[src/inc/cdsp_pkg.sv]
// cdsp_pkg: shared constants and types for the cache data ram port
// assumes a single 10 MHz system clock domain
package cdsp_pkg;
	localparam int CDSP_ADDR_HI = 15; // top word address bit
	localparam int CDSP_ADDR_LO = 1; // no byte bit, ram is two bytes wide
	localparam int CDSP_ADDR_W = CDSP_ADDR_HI - CDSP_ADDR_LO + 1;
	localparam int CDSP_DATA_W = 16;
	localparam int CDSP_LANES = 2;
	localparam int CDSP_COPRO_BIT = 2; // address bit also sent to coprocessor
	localparam int CDSP_CLK_PERIOD_NS = 100;
	localparam int CDSP_CS_LEAD_NS = 1; // selects lead output enable by this much
	// least time, rounded up, never below one cycle
	localparam int CDSP_CS_LEAD_CYC = (CDSP_CS_LEAD_NS + CDSP_CLK_PERIOD_NS - 1) / CDSP_CLK_PERIOD_NS < 1 ? 1 :
		(CDSP_CS_LEAD_NS + CDSP_CLK_PERIOD_NS - 1) / CDSP_CLK_PERIOD_NS;
	localparam int CDSP_CYCLE_CLKS = 2; // one ram cycle spans two clocks
	localparam logic [CDSP_ADDR_W-1:0] CDSP_ADDR_RST = 15'h0000;
	localparam logic [CDSP_DATA_W-1:0] CDSP_DATA_RST = 16'h0000;
	localparam logic [CDSP_LANES-1:0] CDSP_LANES_OFF = 2'h0;

	typedef enum logic [1:0] {
		CDSP_OP_IDLE,
		CDSP_OP_READ,
		CDSP_OP_WRITE
	} cdsp_op_t;

	// request from the cache controller
	typedef struct packed {
		cdsp_op_t op;
		logic [CDSP_ADDR_W-1:0] addr;
		logic [CDSP_LANES-1:0] lanes; // bit1 upper byte, bit0 lower byte
		logic [CDSP_DATA_W-1:0] wdata;
	} cdsp_req_t;

	// pins toward the static rams
	typedef struct packed {
		logic [CDSP_ADDR_W-1:0] cache_word_addr;
		logic upper_lane_select_n;
		logic lower_lane_select_n;
		logic ram_write_strobe_n;
		logic ram_output_enable_n;
		logic [CDSP_DATA_W-1:0] data_out;
		logic data_oe;
	} cdsp_pins_t;
endpackage : cdsp_pkg

[src/hdl/cdsp_port.sv]
// cdsp_port: processor side port of a 16-bit cache data ram
// assumes plain asynchronous static rams wired straight to the pins
// assumes the hit logic outside holds a request until o_req_ready
`timescale 1ns/1ps
module cdsp_port
	import cdsp_pkg::*;
#(
	parameter int ADDR_W = CDSP_ADDR_W,
	parameter int DATA_W = CDSP_DATA_W
) (
	input wire logic i_clk, // 10 MHz system clock
	input wire logic i_reset_n, // async reset, active low
	input wire cdsp_req_t i_req, // access request
	input wire logic i_req_valid, // request present
	output logic o_req_ready, // request taken this edge
	output logic [DATA_W-1:0] o_rdata, // last read data
	output logic o_rdata_valid, // read data updated, pulse
	output logic [ADDR_W-1:0] o_cache_word_addr, // ram address
	output logic o_upper_lane_select_n, // upper byte ram select
	output logic o_lower_lane_select_n, // lower byte ram select
	output logic o_ram_write_strobe_n, // ram write enable
	output logic o_ram_output_enable_n, // ram output enable
	output logic [DATA_W-1:0] o_cache_data_bus, // data bus output
	output logic o_cache_data_bus_oe, // data bus drive enable
	input wire logic [DATA_W-1:0] i_cache_data_bus, // data bus input
	output logic o_copro_addr2 // address bit 2 to coprocessor
);
	typedef enum logic [1:0] {
		CDSP_ST_IDLE,
		CDSP_ST_SETUP,
		CDSP_ST_STROBE
	} cdsp_state_t;

	cdsp_state_t state_r;
	cdsp_state_t state_nxt;
	cdsp_pins_t pins_r;
	cdsp_pins_t pins_nxt;
	cdsp_op_t op_r;
	cdsp_op_t op_nxt;
	logic rst_meta_r;
	logic rst_sync_r;
	logic rvalid_r;
	logic rvalid_nxt;
	logic take;
	logic cap_load;

	initial begin
		if (ADDR_W != CDSP_ADDR_W) $error("cdsp_port: address width fixed at 15");
		if (DATA_W != CDSP_DATA_W) $error("cdsp_port: data width fixed at 16");
		if (CDSP_CYCLE_CLKS != 2) $error("cdsp_port: sequencer built for two clocks");
	end

	// lane selects for an access, inactive lanes stay high
	function automatic logic [CDSP_LANES-1:0] lane_sel_n(input cdsp_op_t op, input logic [CDSP_LANES-1:0] lanes);
		lane_sel_n = (op == CDSP_OP_IDLE) ? ~CDSP_LANES_OFF : ~lanes;
	endfunction : lane_sel_n

	// reset release through two flops
	always_ff @(posedge i_clk or negedge i_reset_n) begin
		if (!i_reset_n) begin
			rst_meta_r <= 1'b0;
			rst_sync_r <= 1'b0;
		end else begin
			rst_meta_r <= 1'b1;
			rst_sync_r <= rst_meta_r;
		end
	end

	// new request is accepted at the end of idle or of a strobe clock
	assign take = i_req_valid && (i_req.op != CDSP_OP_IDLE) && (state_r != CDSP_ST_SETUP);
	assign o_req_ready = take;

	// sequencer and pin next values
	always_comb begin
		state_nxt = state_r;
		op_nxt = op_r;
		pins_nxt = pins_r;
		rvalid_nxt = 1'b0;
		unique case (state_r)
			CDSP_ST_IDLE, CDSP_ST_STROBE: begin
				if (take) begin
					// first clock: address, selects and write data, no strobe
					state_nxt = CDSP_ST_SETUP;
					op_nxt = i_req.op;
					pins_nxt.cache_word_addr = i_req.addr;
					{pins_nxt.upper_lane_select_n, pins_nxt.lower_lane_select_n} =
						lane_sel_n(i_req.op, i_req.lanes);
					pins_nxt.ram_write_strobe_n = 1'b1;
					pins_nxt.ram_output_enable_n = 1'b1;
					pins_nxt.data_out = i_req.wdata;
					pins_nxt.data_oe = (i_req.op == CDSP_OP_WRITE);
				end else begin
					// idle: controls inactive, address held
					state_nxt = CDSP_ST_IDLE;
					op_nxt = CDSP_OP_IDLE;
					pins_nxt.upper_lane_select_n = 1'b1;
					pins_nxt.lower_lane_select_n = 1'b1;
					pins_nxt.ram_write_strobe_n = 1'b1;
					pins_nxt.ram_output_enable_n = 1'b1;
					pins_nxt.data_oe = 1'b0;
				end
			end
			CDSP_ST_SETUP: begin
				// second clock: one strobe, never both
				state_nxt = CDSP_ST_STROBE;
				pins_nxt.ram_write_strobe_n = (op_r != CDSP_OP_WRITE);
				pins_nxt.ram_output_enable_n = (op_r != CDSP_OP_READ);
			end
		endcase
		if (state_r == CDSP_ST_STROBE && op_r == CDSP_OP_READ) begin
			rvalid_nxt = 1'b1;
		end
	end

	// read data is sampled on the edge that ends the output enable pulse
	assign cap_load = (state_r == CDSP_ST_STROBE) && (op_r == CDSP_OP_READ);

	// register the sequencer and pins
	always_ff @(posedge i_clk or negedge rst_sync_r) begin
		if (!rst_sync_r) begin
			state_r <= CDSP_ST_IDLE;
			op_r <= CDSP_OP_IDLE;
			rvalid_r <= 1'b0;
			pins_r.cache_word_addr <= CDSP_ADDR_RST;
			pins_r.upper_lane_select_n <= 1'b1;
			pins_r.lower_lane_select_n <= 1'b1;
			pins_r.ram_write_strobe_n <= 1'b1;
			pins_r.ram_output_enable_n <= 1'b1;
			pins_r.data_out <= CDSP_DATA_RST;
			pins_r.data_oe <= 1'b0;
		end else begin
			state_r <= state_nxt;
			op_r <= op_nxt;
			rvalid_r <= rvalid_nxt;
			pins_r <= pins_nxt;
		end
	end

	// read data capture register
	cdsp_rd_latch #(
		.WIDTH(DATA_W)
	) u_rd_latch (
		.i_clk(i_clk),
		.i_rst_n(rst_sync_r),
		.i_load(cap_load),
		.i_data(i_cache_data_bus),
		.o_data(o_rdata)
	);

	// pins straight from flops
	assign o_rdata_valid = rvalid_r;
	assign o_cache_word_addr = pins_r.cache_word_addr;
	assign o_upper_lane_select_n = pins_r.upper_lane_select_n;
	assign o_lower_lane_select_n = pins_r.lower_lane_select_n;
	assign o_ram_write_strobe_n = pins_r.ram_write_strobe_n;
	assign o_ram_output_enable_n = pins_r.ram_output_enable_n;
	assign o_cache_data_bus = pins_r.data_out;
	assign o_cache_data_bus_oe = pins_r.data_oe;
	assign o_copro_addr2 = pins_r.cache_word_addr[CDSP_COPRO_BIT - CDSP_ADDR_LO];
endmodule : cdsp_port

[src/hdl/cdsp_rd_latch.sv]
// cdsp_rd_latch: captures read data from the ram bus into a register
// assumes load is a one-cycle pulse in the clock domain of i_clk
`timescale 1ns/1ps
module cdsp_rd_latch
	import cdsp_pkg::*;
#(
	parameter int WIDTH = CDSP_DATA_W
) (
	input wire logic i_clk, // system clock
	input wire logic i_rst_n, // synchronised reset, active low
	input wire logic i_load, // capture strobe
	input wire logic [WIDTH-1:0] i_data, // bus value
	output logic [WIDTH-1:0] o_data // held value
);
	logic [WIDTH-1:0] data_r;
	logic [WIDTH-1:0] data_nxt;

	initial begin
		if (WIDTH < 1) $error("cdsp_rd_latch: width must be positive");
	end

	// hold unless loading
	always_comb begin
		data_nxt = i_load ? i_data : data_r;
	end

	// register stage
	always_ff @(posedge i_clk or negedge i_rst_n) begin
		if (!i_rst_n) begin
			data_r <= '0;
		end else begin
			data_r <= data_nxt;
		end
	end

	assign o_data = data_r;
endmodule : cdsp_rd_latch

[config.mk]
export PLATFORM = sky130hd
export DESIGN_NAME = cdsp_port
export DESIGN_NICKNAME = d
export VERILOG_FILES = /design/src/inc/cdsp_pkg.sv /design/src/hdl/cdsp_port.sv /design/src/hdl/cdsp_rd_latch.sv
export SDC_FILE = /design/constraint.sdc
export NUM_CORES = 1
export LEC_CHECK = 0
export ABC_AREA = 1
export ABC_CLOCK_PERIOD_IN_PS = 2440
export BUFFER_PORTS_ARGS = -buffer_cell sky130_fd_sc_hd__buf_4
export CAP_MARGIN = 5
export CORE_UTILIZATION = 46
export DETAILED_ROUTE_END_ITERATION = 8
export MAX_ROUTING_LAYER = met4
export PLACE_DENSITY_LB_ADDON = 0.05
export REMOVE_ABC_BUFFERS = 1
export SLEW_MARGIN = 15
export SYNTH_ARGS = -nofsm -noshare
export SYNTH_HDL_FRONTEND = slang
export SYNTH_SLANG_ARGS = --single-unit
export TNS_END_PERCENT = 30
[constraint.sdc]
create_clock -name i_clk -period 2.44 [get_ports i_clk]
set_input_delay 0.122 -clock i_clk [delete_from_list [all_inputs] [get_ports i_clk]]
set_output_delay 0.122 -clock i_clk [all_outputs]
set_load 0.005 [all_outputs]
== Word level (Yosys, flattened, before mapping) ==
Index checks and enable logic that the tools add are counted.
Widths: inputs -> output; s select.

* Bits in registers: 59
* Output and inout port bits: 55
* Logic and storage cells: 37

* Equal/unequal tests: 7
* Muxes and demuxes: 8
* Bitwise gates (word level): 1
* Reductions and logical operators: 8

{| class="wikitable"
|+ Operators by type and width
! cell !! count
|-
| $pmux 2 s2 || 2
|-
| $eq 2x1->1 const B || 2
|-
| $eq 2x2->1 const B || 2
|-
| $logic_not 2->1 || 2
|-
| $mux 2 || 2
|-
| $mux 4 || 1
|-
| $ne 2x1->1 const B || 2
|-
| $logic_and 1x1->1 || 3
|-
| $mux 1 || 3
|-
| $ne 2x2->1 const B || 1
|-
| $not 2->2 || 1
|-
| $reduce_and 2->1 || 1
|-
| $reduce_bool 2->1 || 1
|-
| $reduce_or 2->1 || 1
|}

== Logic depth before layout (Yosys ltp) ==
Gate-level depths: netlist of the first run.

* Depth in word-level cells: 5
* Mapped depth: 7
* Mapped depth without buffers: 6

== Hierarchy ==
From an unflattened synthesis of the first run, not the netlist that was laid out.

* Cell total of the unflattened synthesis: 251
* Area total of the unflattened synthesis: 2413.6 µm²

{| class="wikitable"
|+ Modules (own cells, without submodules)
! module !! instances !! cells an instance !! area an instance (µm²) !! seq. area each (µm²)
|-
| cdsp_port || 1 || 183 || 1769.2 || 1081.0
|-
| cdsp_rd_latch || 1 || 68 || 644.4 || 400.4
|}

== Worst setup path after synthesis of the first run ==
No wires, ideal clock.

* Kind: register -> register
* From: register state_r[0]
* To: register u_rd_latch.data_r[10] (netlist: u_rd_latch.o_data[10])
* Arrival: 0.924 ns
* Data required time: 2.324 ns
* Slack: 1.400 ns
* Stages on the path, launching flop included: 6
* Buffers on the path: 1
* Period minus slack after synthesis: 1.040 ns
* Path through: dfrtp_1 > nor2_2 > nand2_4 > buf_2 > nand2_1 > nand2_1

* Word-level cells in the longest chain between the ends: 2

{| class="wikitable"
|+ Ends and longest elaborated chain
! what !! line !! source
|-
| start: declaration || cdsp_port.sv:34 || <nowiki>cdsp_state_t state_r;</nowiki>
|-
| start signal: assignment || cdsp_port.sv:132 || <nowiki>state_r <= state_nxt;</nowiki>
|-
| $eq 2x2->1 || cdsp_port.sv:116 || <nowiki>assign cap_load = (state_r == CDSP_ST_STROBE) && (op_r == CDSP_OP_READ);</nowiki>
|-
| $logic_and 1x1->1 || cdsp_port.sv:116 ||
|-
| end signal: assignment || cdsp_rd_latch.sv:32 || <nowiki>data_r <= data_nxt;</nowiki>
|-
| end: declaration || cdsp_rd_latch.sv:15 || <nowiki>logic [WIDTH-1:0] data_r;</nowiki>
|}

No other way between the ends.
A chain may end at the register's enable or synchronous reset.

== Worst setup path after layout of the first run ==
* From: register state_r[0]
* To: output o_req_ready

* Word-level cells in the longest chain between the ends: 2

{| class="wikitable"
|+ Ends and longest elaborated chain
! what !! line !! source
|-
| $ne 2x1->1 || cdsp_port.sv:70 || <nowiki>assign take = i_req_valid && (i_req.op != CDSP_OP_IDLE) && (state_r != CDSP_ST_SETUP);</nowiki>
|-
| $logic_and 1x1->1 || cdsp_port.sv:70 ||
|-
| end: declaration || cdsp_port.sv:15 || <nowiki>output logic o_req_ready,</nowiki>
|}

No other way between the ends.

==> results of run 1 <==
## layer usage
layer	part of all wire, %	GRT usage, %	up-vias	wire (um)
met1	42	25.9	979	2510
met5	0	-	-	0
met4	1.5	10.3	0	90
met3	6.6	6.04	7	391
met2	50	40.9	84	2970
li1	-	-	1049	-
## where the power goes
group | switching [mW] | internal, mW | leakage, nW
registers | 0.134 | 1.20 | 0.715
logic | 0.314 | 0.430 | 1.11
clock network | 0.348 | 0.449 | 0.0965
total | 0.796 | 2.08 | 1.93
## timing repair
item	4_1_cts	5_1_grt
setup endpoints to repair	0	0
hold endpoints to repair	17	0
hold buffers	16	0
setup buffers	0	0
## worst max path at each step
stage,cells after the start,from,slack [ps],endpoint
after floorplan,0,rst_sync_r$_DFF_PN0_,680,o_cache_data_bus[0]$_DFFE_PN0P_
after global placement,3,state_r[0]$_DFF_PN0_,780,op_r[0]$_DFFE_PN0P_
after detailed placement,3,state_r[0]$_DFF_PN0_,740,op_r[0]$_DFFE_PN0P_
after CTS,5,state_r[0]$_DFF_PN0_,570,o_req_ready
after global routing,5,state_r[0]$_DFF_PN0_,460,o_req_ready
final,5,state_r[0]$_DFF_PN0_,600,o_req_ready
## cell type report
type	count	area, sq um
flip-flops and latches	59	1480
multi-input cells	166	749
clock inverters	2	10.0
fillers	388	1320
clock buffers	14	173
well taps	67	83.8
inverters	9	36.3
repair buffers	126	998
## critical path, cell delays in order, from the launching register on
cell and delay, ps:
dfrtp_1 430, inv_2 260, buf_4 320, nor2_2 90
nor2_1 150, buf_4 130
## cells in the mapped netlist, types with 2 or more instances
cell	instances	area, sq um
buf_6	2	22.5
dfstp_2	4	105
dfrtp_1	55	1380
buf_4	4	30.0
buf_2	8	40.0
nor2_2	3	18.8
inv_1	5	18.8
clkbuf_1	3	11.3
nand2_4	2	22.5
or2_0	2	12.5
nand2_1	119	447
inv_2	3	11.3
nand4_1	35	219
## flip-flops by register name, summed over array words and instances (netlist names)
register	count
o_rdata_valid	1
o_upper_lane_select_n	1
o_cache_word_addr	15
o_ram_write_strobe_n	1
o_cache_data_bus	16
o_lower_lane_select_n	1
o_cache_data_bus_oe	1
rst_sync_r	1
o_ram_output_enable_n	1
op_r	2
u_rd_latch.o_data	16
state_r	2
rst_meta_r	1
## per-stage QoR
step / setup slack (ps) / hold WS (ps) / utilization [%] / std cells
3_3_place_gp: 784 / -95.6 / 65.8 / 411
6_report: 599 / 33.2 / 72.9 / 443
3_5_place_dp: 736 / -93.4 / 65.8 / 411
2_1_floorplan: 683 / -174 / - / 234
4_1_cts: 572 / 0.479 / 72.9 / 443
5_1_grt: 456 / 31.3 / 72.9 / 443
## kinds of logic after synthesis
kind of cell,count (synthesis),synth area share (%)
buf+inv,26,5.91
simple gates,164,31.1
other cells,1,0.158
compound gates,1,0.317
flops,59,62.5
==> run_results.csv, run 1 <==
group,metric,value,unit
status,outcome,"finished, final reports clean",
worst_setup_path,timing.rr.end,"op_r[0]$_DFFE_PN0P_",
logic_synthesis,synth.yosys.seq_area_share,62.5,%
timing,setup_violations,0,
global_routing,grt_usage,23.8,%
logic_synthesis,yosys_warnings,0,
timing,report.final.slew_viol_count,0,
worst_setup_path,cp-end-kind,"output port",
hold_path,min_from,"i_cache_data_bus[10]",
logic_synthesis,ys.flop_type,"dfrtp_1",
worst_setup_path,r2r_cells,3,
final_layout,layout_common_cells,"nand2_1 (119), buf_4 (109), dfrtp_1 (54)",
clock_network,cts_tree,"yes",
hold_path,hold_end,"u_rd_latch.o_data[10]$_DFFE_PN0P_",
clock_network,numCtsBuffers,9,
logic_synthesis,synth_edf_count,0,
power_and_ir_drop,peakVddDrop,0.000521,V
clock_network,cts_resized,0,
timing,tns,0,ps
route,first_pass_iters,4,
timing,worst_pin_slew,647,ps
floorplanning,core.rowCount,25,
floorplanning,die-area,5450,sq um
final_layout,layout_commonest_cell,"nand2_1",
clock_network,clock_latency,320,ps
route,drtIter0Drc,87,
logic_synthesis,syn_area_per_cell,9.45,sq um
route,wl,5960,um
final_layout,fin_nets,425,
logic_synthesis,ys_ff_latch,59,
logic_synthesis,synth_area,2370,sq um
route,routedWlPerCell,13.4,um
clock_network,clockBufferDepth,2,
worst_setup_path,reg2reg_from,"state_r[0]$_DFF_PN0_",
floorplanning,num_io_pins,109,
timing,period_minus_slack,1840,ps
global_routing,antenna_found_initial,0,
worst_setup_path,arrival,1720,ps
timing,finClkSkew,5.98,ps
timing,hold_violations,0,
power_and_ir_drop,power_density,814,nW/um^2
worst_setup_path,reg2reg_setup_slack,740,ps
placed_design,gp_congestion,0.721,
worst_setup_path,critPathLaunchType,"flip-flop",
worst_setup_path,required,2320,ps
worst_setup_path,cp_max_fo,22,
placed_design,port_buffers,108,
route,vias_per_cell,4.78,
placed_design,post_dp_cell_area,3190,sq um
timing,rsz0062_at_grt,"false",
worst_setup_path,critPathKind,"flip-flop to output port",
global_routing,grt_pass1_wl,9250,um
floorplanning,core_area,4850,sq um
final_layout,final_area,3530,sq um
hold_path,hp-class,"input port to flip-flop",
final_layout,area_delta_synth_final,49.0,%
timing,period_share,75.4,%
job,drv_cap,0,
global_routing,grt_pass1_vias,2053,
floorplanning,die_x,73.8,um
final_layout,diodes,0,
route,drcViolationCount,0,
hold_path,whs_path_depth,3,
global_routing,grt_max_degree,38,
power_and_ir_drop,p_leak,1.93,nW
route,vias,2119,
logic_synthesis,synth_cell_types,19,
global_routing,grt_overflow,0,
timing,max_freq,543,MHz
final_layout,drive_gt1_share,37.0,%
timing,relSlewSlack,56.8,%
clock_network,clkTransAtPathRegs,60,ps
logic_synthesis,synth_cells,251,
floorplanning,initial_core_util,48.9,%
floorplanning,die_y,73.8,um
power_and_ir_drop,p_total,2.88,mW
clock_network,cts.root.buffer_cell,"clkbuf_8",
clock_network,cts.htree.levels,3,
logic_synthesis,async_reset_ff_share,100,%
clock_network,cts_sinks,59,
placed_design,dp_hpwl,3670,um
route,ant_nets,0,
Power figures use the tool's default switching activity.
==> run 2: changes to the inputs <==
--- a/config.mk
+++ b/config.mk
@@ -6,7 +6,7 @@
 export NUM_CORES = 1
 export LEC_CHECK = 0
 export ABC_AREA = 1
-export ABC_CLOCK_PERIOD_IN_PS = 2440
+export ABC_CLOCK_PERIOD_IN_PS = 1750
 export BUFFER_PORTS_ARGS = -buffer_cell sky130_fd_sc_hd__buf_4
 export CAP_MARGIN = 5
 export CORE_UTILIZATION = 46
==> constraint.sdc (replaced) <==
create_clock -name i_clk -period 1.75 [get_ports i_clk]
set_input_delay 0.0875 -clock i_clk [delete_from_list [all_inputs] [get_ports i_clk]]
set_output_delay 0.0875 -clock i_clk [all_outputs]
set_load 0.005 [all_outputs]
==> run 2 against run 1 <==
  * Total power is 49% higher
  * Sequential cell count stayed put
  * Final cell count is 2.0% higher
  * Count of clock-buffer cells in the layout is 3 lower
  * Worst hold slack worse by 22 ps
  * Clock skew hardly changed
  * Non-clock buffer count is 9 higher
  * Critical path type unchanged
  * Critical endpoint unchanged
  * Largest cell class unchanged
  * Highest routed layer unchanged
==> run_results.csv, run 2 (synthesis gave the netlist of run 1 again) <==
group,metric,value,unit
status,outcome,"finished, final reports clean",
route,drcViolationCount,0,
floorplanning,die-area,5450,sq um
power_and_ir_drop,power_frac_clock,32.1,%
global_routing,grt_max_degree,58,
final_layout,diodes,0,
final_layout,drive_gt1_share,37.4,%
worst_setup_path,critPathCapture,"o_req_ready",
worst_setup_path,setup.worst_path.start,"state_r[0]$_DFF_PN0_",
hold_path,min_from,"i_req[7]",
global_routing,grt_usage,23.5,%
worst_setup_path,r2r_cells,5,
global_routing,busiest_layer,"met2",
power_and_ir_drop,peakVddDrop,0.000716,V
final_layout,fin_cells,452,
global_routing,antenna_found_initial,0,
placed_design,gp_congestion,0.747,
power_and_ir_drop,sw_frac_of_total,26.3,%
floorplanning,initial_core_util,48.9,%
timing,setup_violations,0,
floorplanning,die_y,73.8,um
placed_design,port_buffers,108,
timing,tns,0,ps
power_and_ir_drop,p_leak,1.99,nW
clock_network,cts.root.buffer_cell,"clkbuf_8",
route,first_pass_iters,4,
global_routing,grt_pass1_vias,2047,
worst_setup_path,cp_cell_sequence,"inv_2 > nor2_2 > nor2_1 > buf_4",
worst_setup_path,critPathLaunchType,"flip-flop",
timing,hold_violations,0,
worst_setup_path,required,1660,ps
worst_setup_path,critPathKind,"flip-flop to output port",
worst_setup_path,cp_max_fo,17,
power_and_ir_drop,power_density,1170,nW/um^2
final_layout,layout_common_cells,"nand2_1 (119), buf_4 (112), dfrtp_1 (54)",
global_routing,met2_usage,38.9,%
route,routedWlPerCell,12.9,um
clock_network,cts.htree.levels,3,
global_routing,grt_overflow,0,
timing,max_freq,668,MHz
power_and_ir_drop,p_int,3.16,mW
final_layout,fill_cells,371,
final_layout,layout_commonest_cell,"nand2_1",
worst_setup_path,slowest_stage,"dfrtp_1",
timing,period_minus_slack,1500,ps
worst_setup_path,slowest_delay,430,ps
global_routing,grt_pass1_wl,9120,um
timing,period_share,85.6,%
clock_network,numCtsBuffers,9,
floorplanning,die_x,73.8,um
placed_design,dp_hpwl,3720,um
clock_network,cts_sinks,59,
worst_setup_path,reg2reg_from,"state_r[0]$_DFF_PN0_",
power_and_ir_drop,power.switching,1.13,mW
final_layout,fin_nets,434,
job,drv_cap,0,
timing,finClkSkew,6.34,ps
clock_network,clock_latency,330,ps
power_and_ir_drop,combPwrFrac,24.8,%
timing,report.final.slew_viol_count,0,
floorplanning,num_io_pins,109,
final_layout,area_delta_synth_final,54.4,%
route,wl,5840,um
global_routing,met1_usage,27.4,%
clock_network,clockBufferDepth,2,
worst_setup_path,arrival,1410,ps
power_and_ir_drop,seq_power_share,43.1,%
power_and_ir_drop,p_total,4.29,mW
worst_setup_path,timing.rr.end,"o_cache_word_addr[14]$_DFFE_PN0P_",
timing,rsz0062_at_grt,"false",
global_routing,grt_use_met3,4.94,%
hold_path,hp-class,"input port to flip-flop",
route,ant_nets,0,
worst_setup_path,cp-end-kind,"output port",
route,vias_per_cell,4.79,
clock_network,cts_tree,"yes",
floorplanning,core.rowCount,25,
clock_network,clkTransAtPathRegs,70,ps
timing,holdWs,10.9,ps
clock_network,cts_setup_buffers,0,
worst_setup_path,reg2reg_setup_slack,470,ps
placed_design,dp.cells,414,
route,vias,2163,
final_layout,post-route-util,75.5,%
route,drtIter0Drc,91,
floorplanning,core_area,4850,sq um
## run 2: cell count changes in the layout (fill, tap and decap cells not counted)
cell,previous run,this run
buf_4,109,112
bufinv_16,0,2
clkbuf_1,2,0
clkbuf_8,12,11
clkinv_2,2,3
dlygate4sd3_1,16,22
## run 2: final cells by class
type                    instances  area, sq um  area share (%)
multi-input cells             166          749            20.5
well taps                      67         83.8            2.29
clock buffers                  11          151            4.14
flip-flops and latches         59         1480            40.5
repair buffers                135         1080            29.5
clock inverters                 5         75.1            2.05
inverters                       9         36.3           0.991
## run 2: power by group through the flow
| stage | clock network (mW) | registers, mW | logic (mW) |
|---|---|---|---|
| after floorplan | 0 | 1.90 | 0.302 |
| after global placement | 0 | 1.86 | 1.01 |
| after detailed placement | 0 | 1.86 | 1.03 |
| after CTS | 1.42 | 1.85 | 1.07 |
| after global routing | 1.47 | 1.88 | 1.18 |
| final | 1.38 | 1.85 | 1.06 |
## run 2: what timing repair did
action / 4_1_cts / 5_1_grt
hold buffers: 22 / 0
endpoints found under the hold margin: 23 / 0
gates resized for setup: 0 / 0
## run 2: critical path, delay by kind of cell, from the launching register on
kind | cells | cell delay, ps
flip-flops | 1 | 430
buffers and inverters | 2 | 390
AND/OR/NAND/NOR | 2 | 260
## run 2: worst min path at each step
stage / endpoint / slack (ps) / cells past startpoint
2_1_floorplan: rst_meta_r$_DFF_PN0_ / -210 / 0
5_1_grt: o_cache_data_bus[9]$_DFFE_PN0P_ / 9 / 3
6_report: o_cache_data_bus[7]$_DFFE_PN0P_ / 10 / 3
3_5_place_dp: rst_meta_r$_DFF_PN0_ / -130 / 1
4_1_cts: o_cache_data_bus[7]$_DFFE_PN0P_ / 3 / 3
3_3_place_gp: rst_meta_r$_DFF_PN0_ / -130 / 1
## run 2: metrics by stage
step	cell area (sq um)	setup slack, ps
global route	3660	174
floorplan	2270	-7.30
CTS	3660	230
global placement	3210	523
finish	3660	252
detailed placement	3210	482
## run 2: metal layers
layer / share of wire [%] / vias up
met4: 1.9 / 0
met5: 0 / -
met3: 6.8 / 9
met1: 42 / 1003
li1: - / 1064
met2: 49 / 87
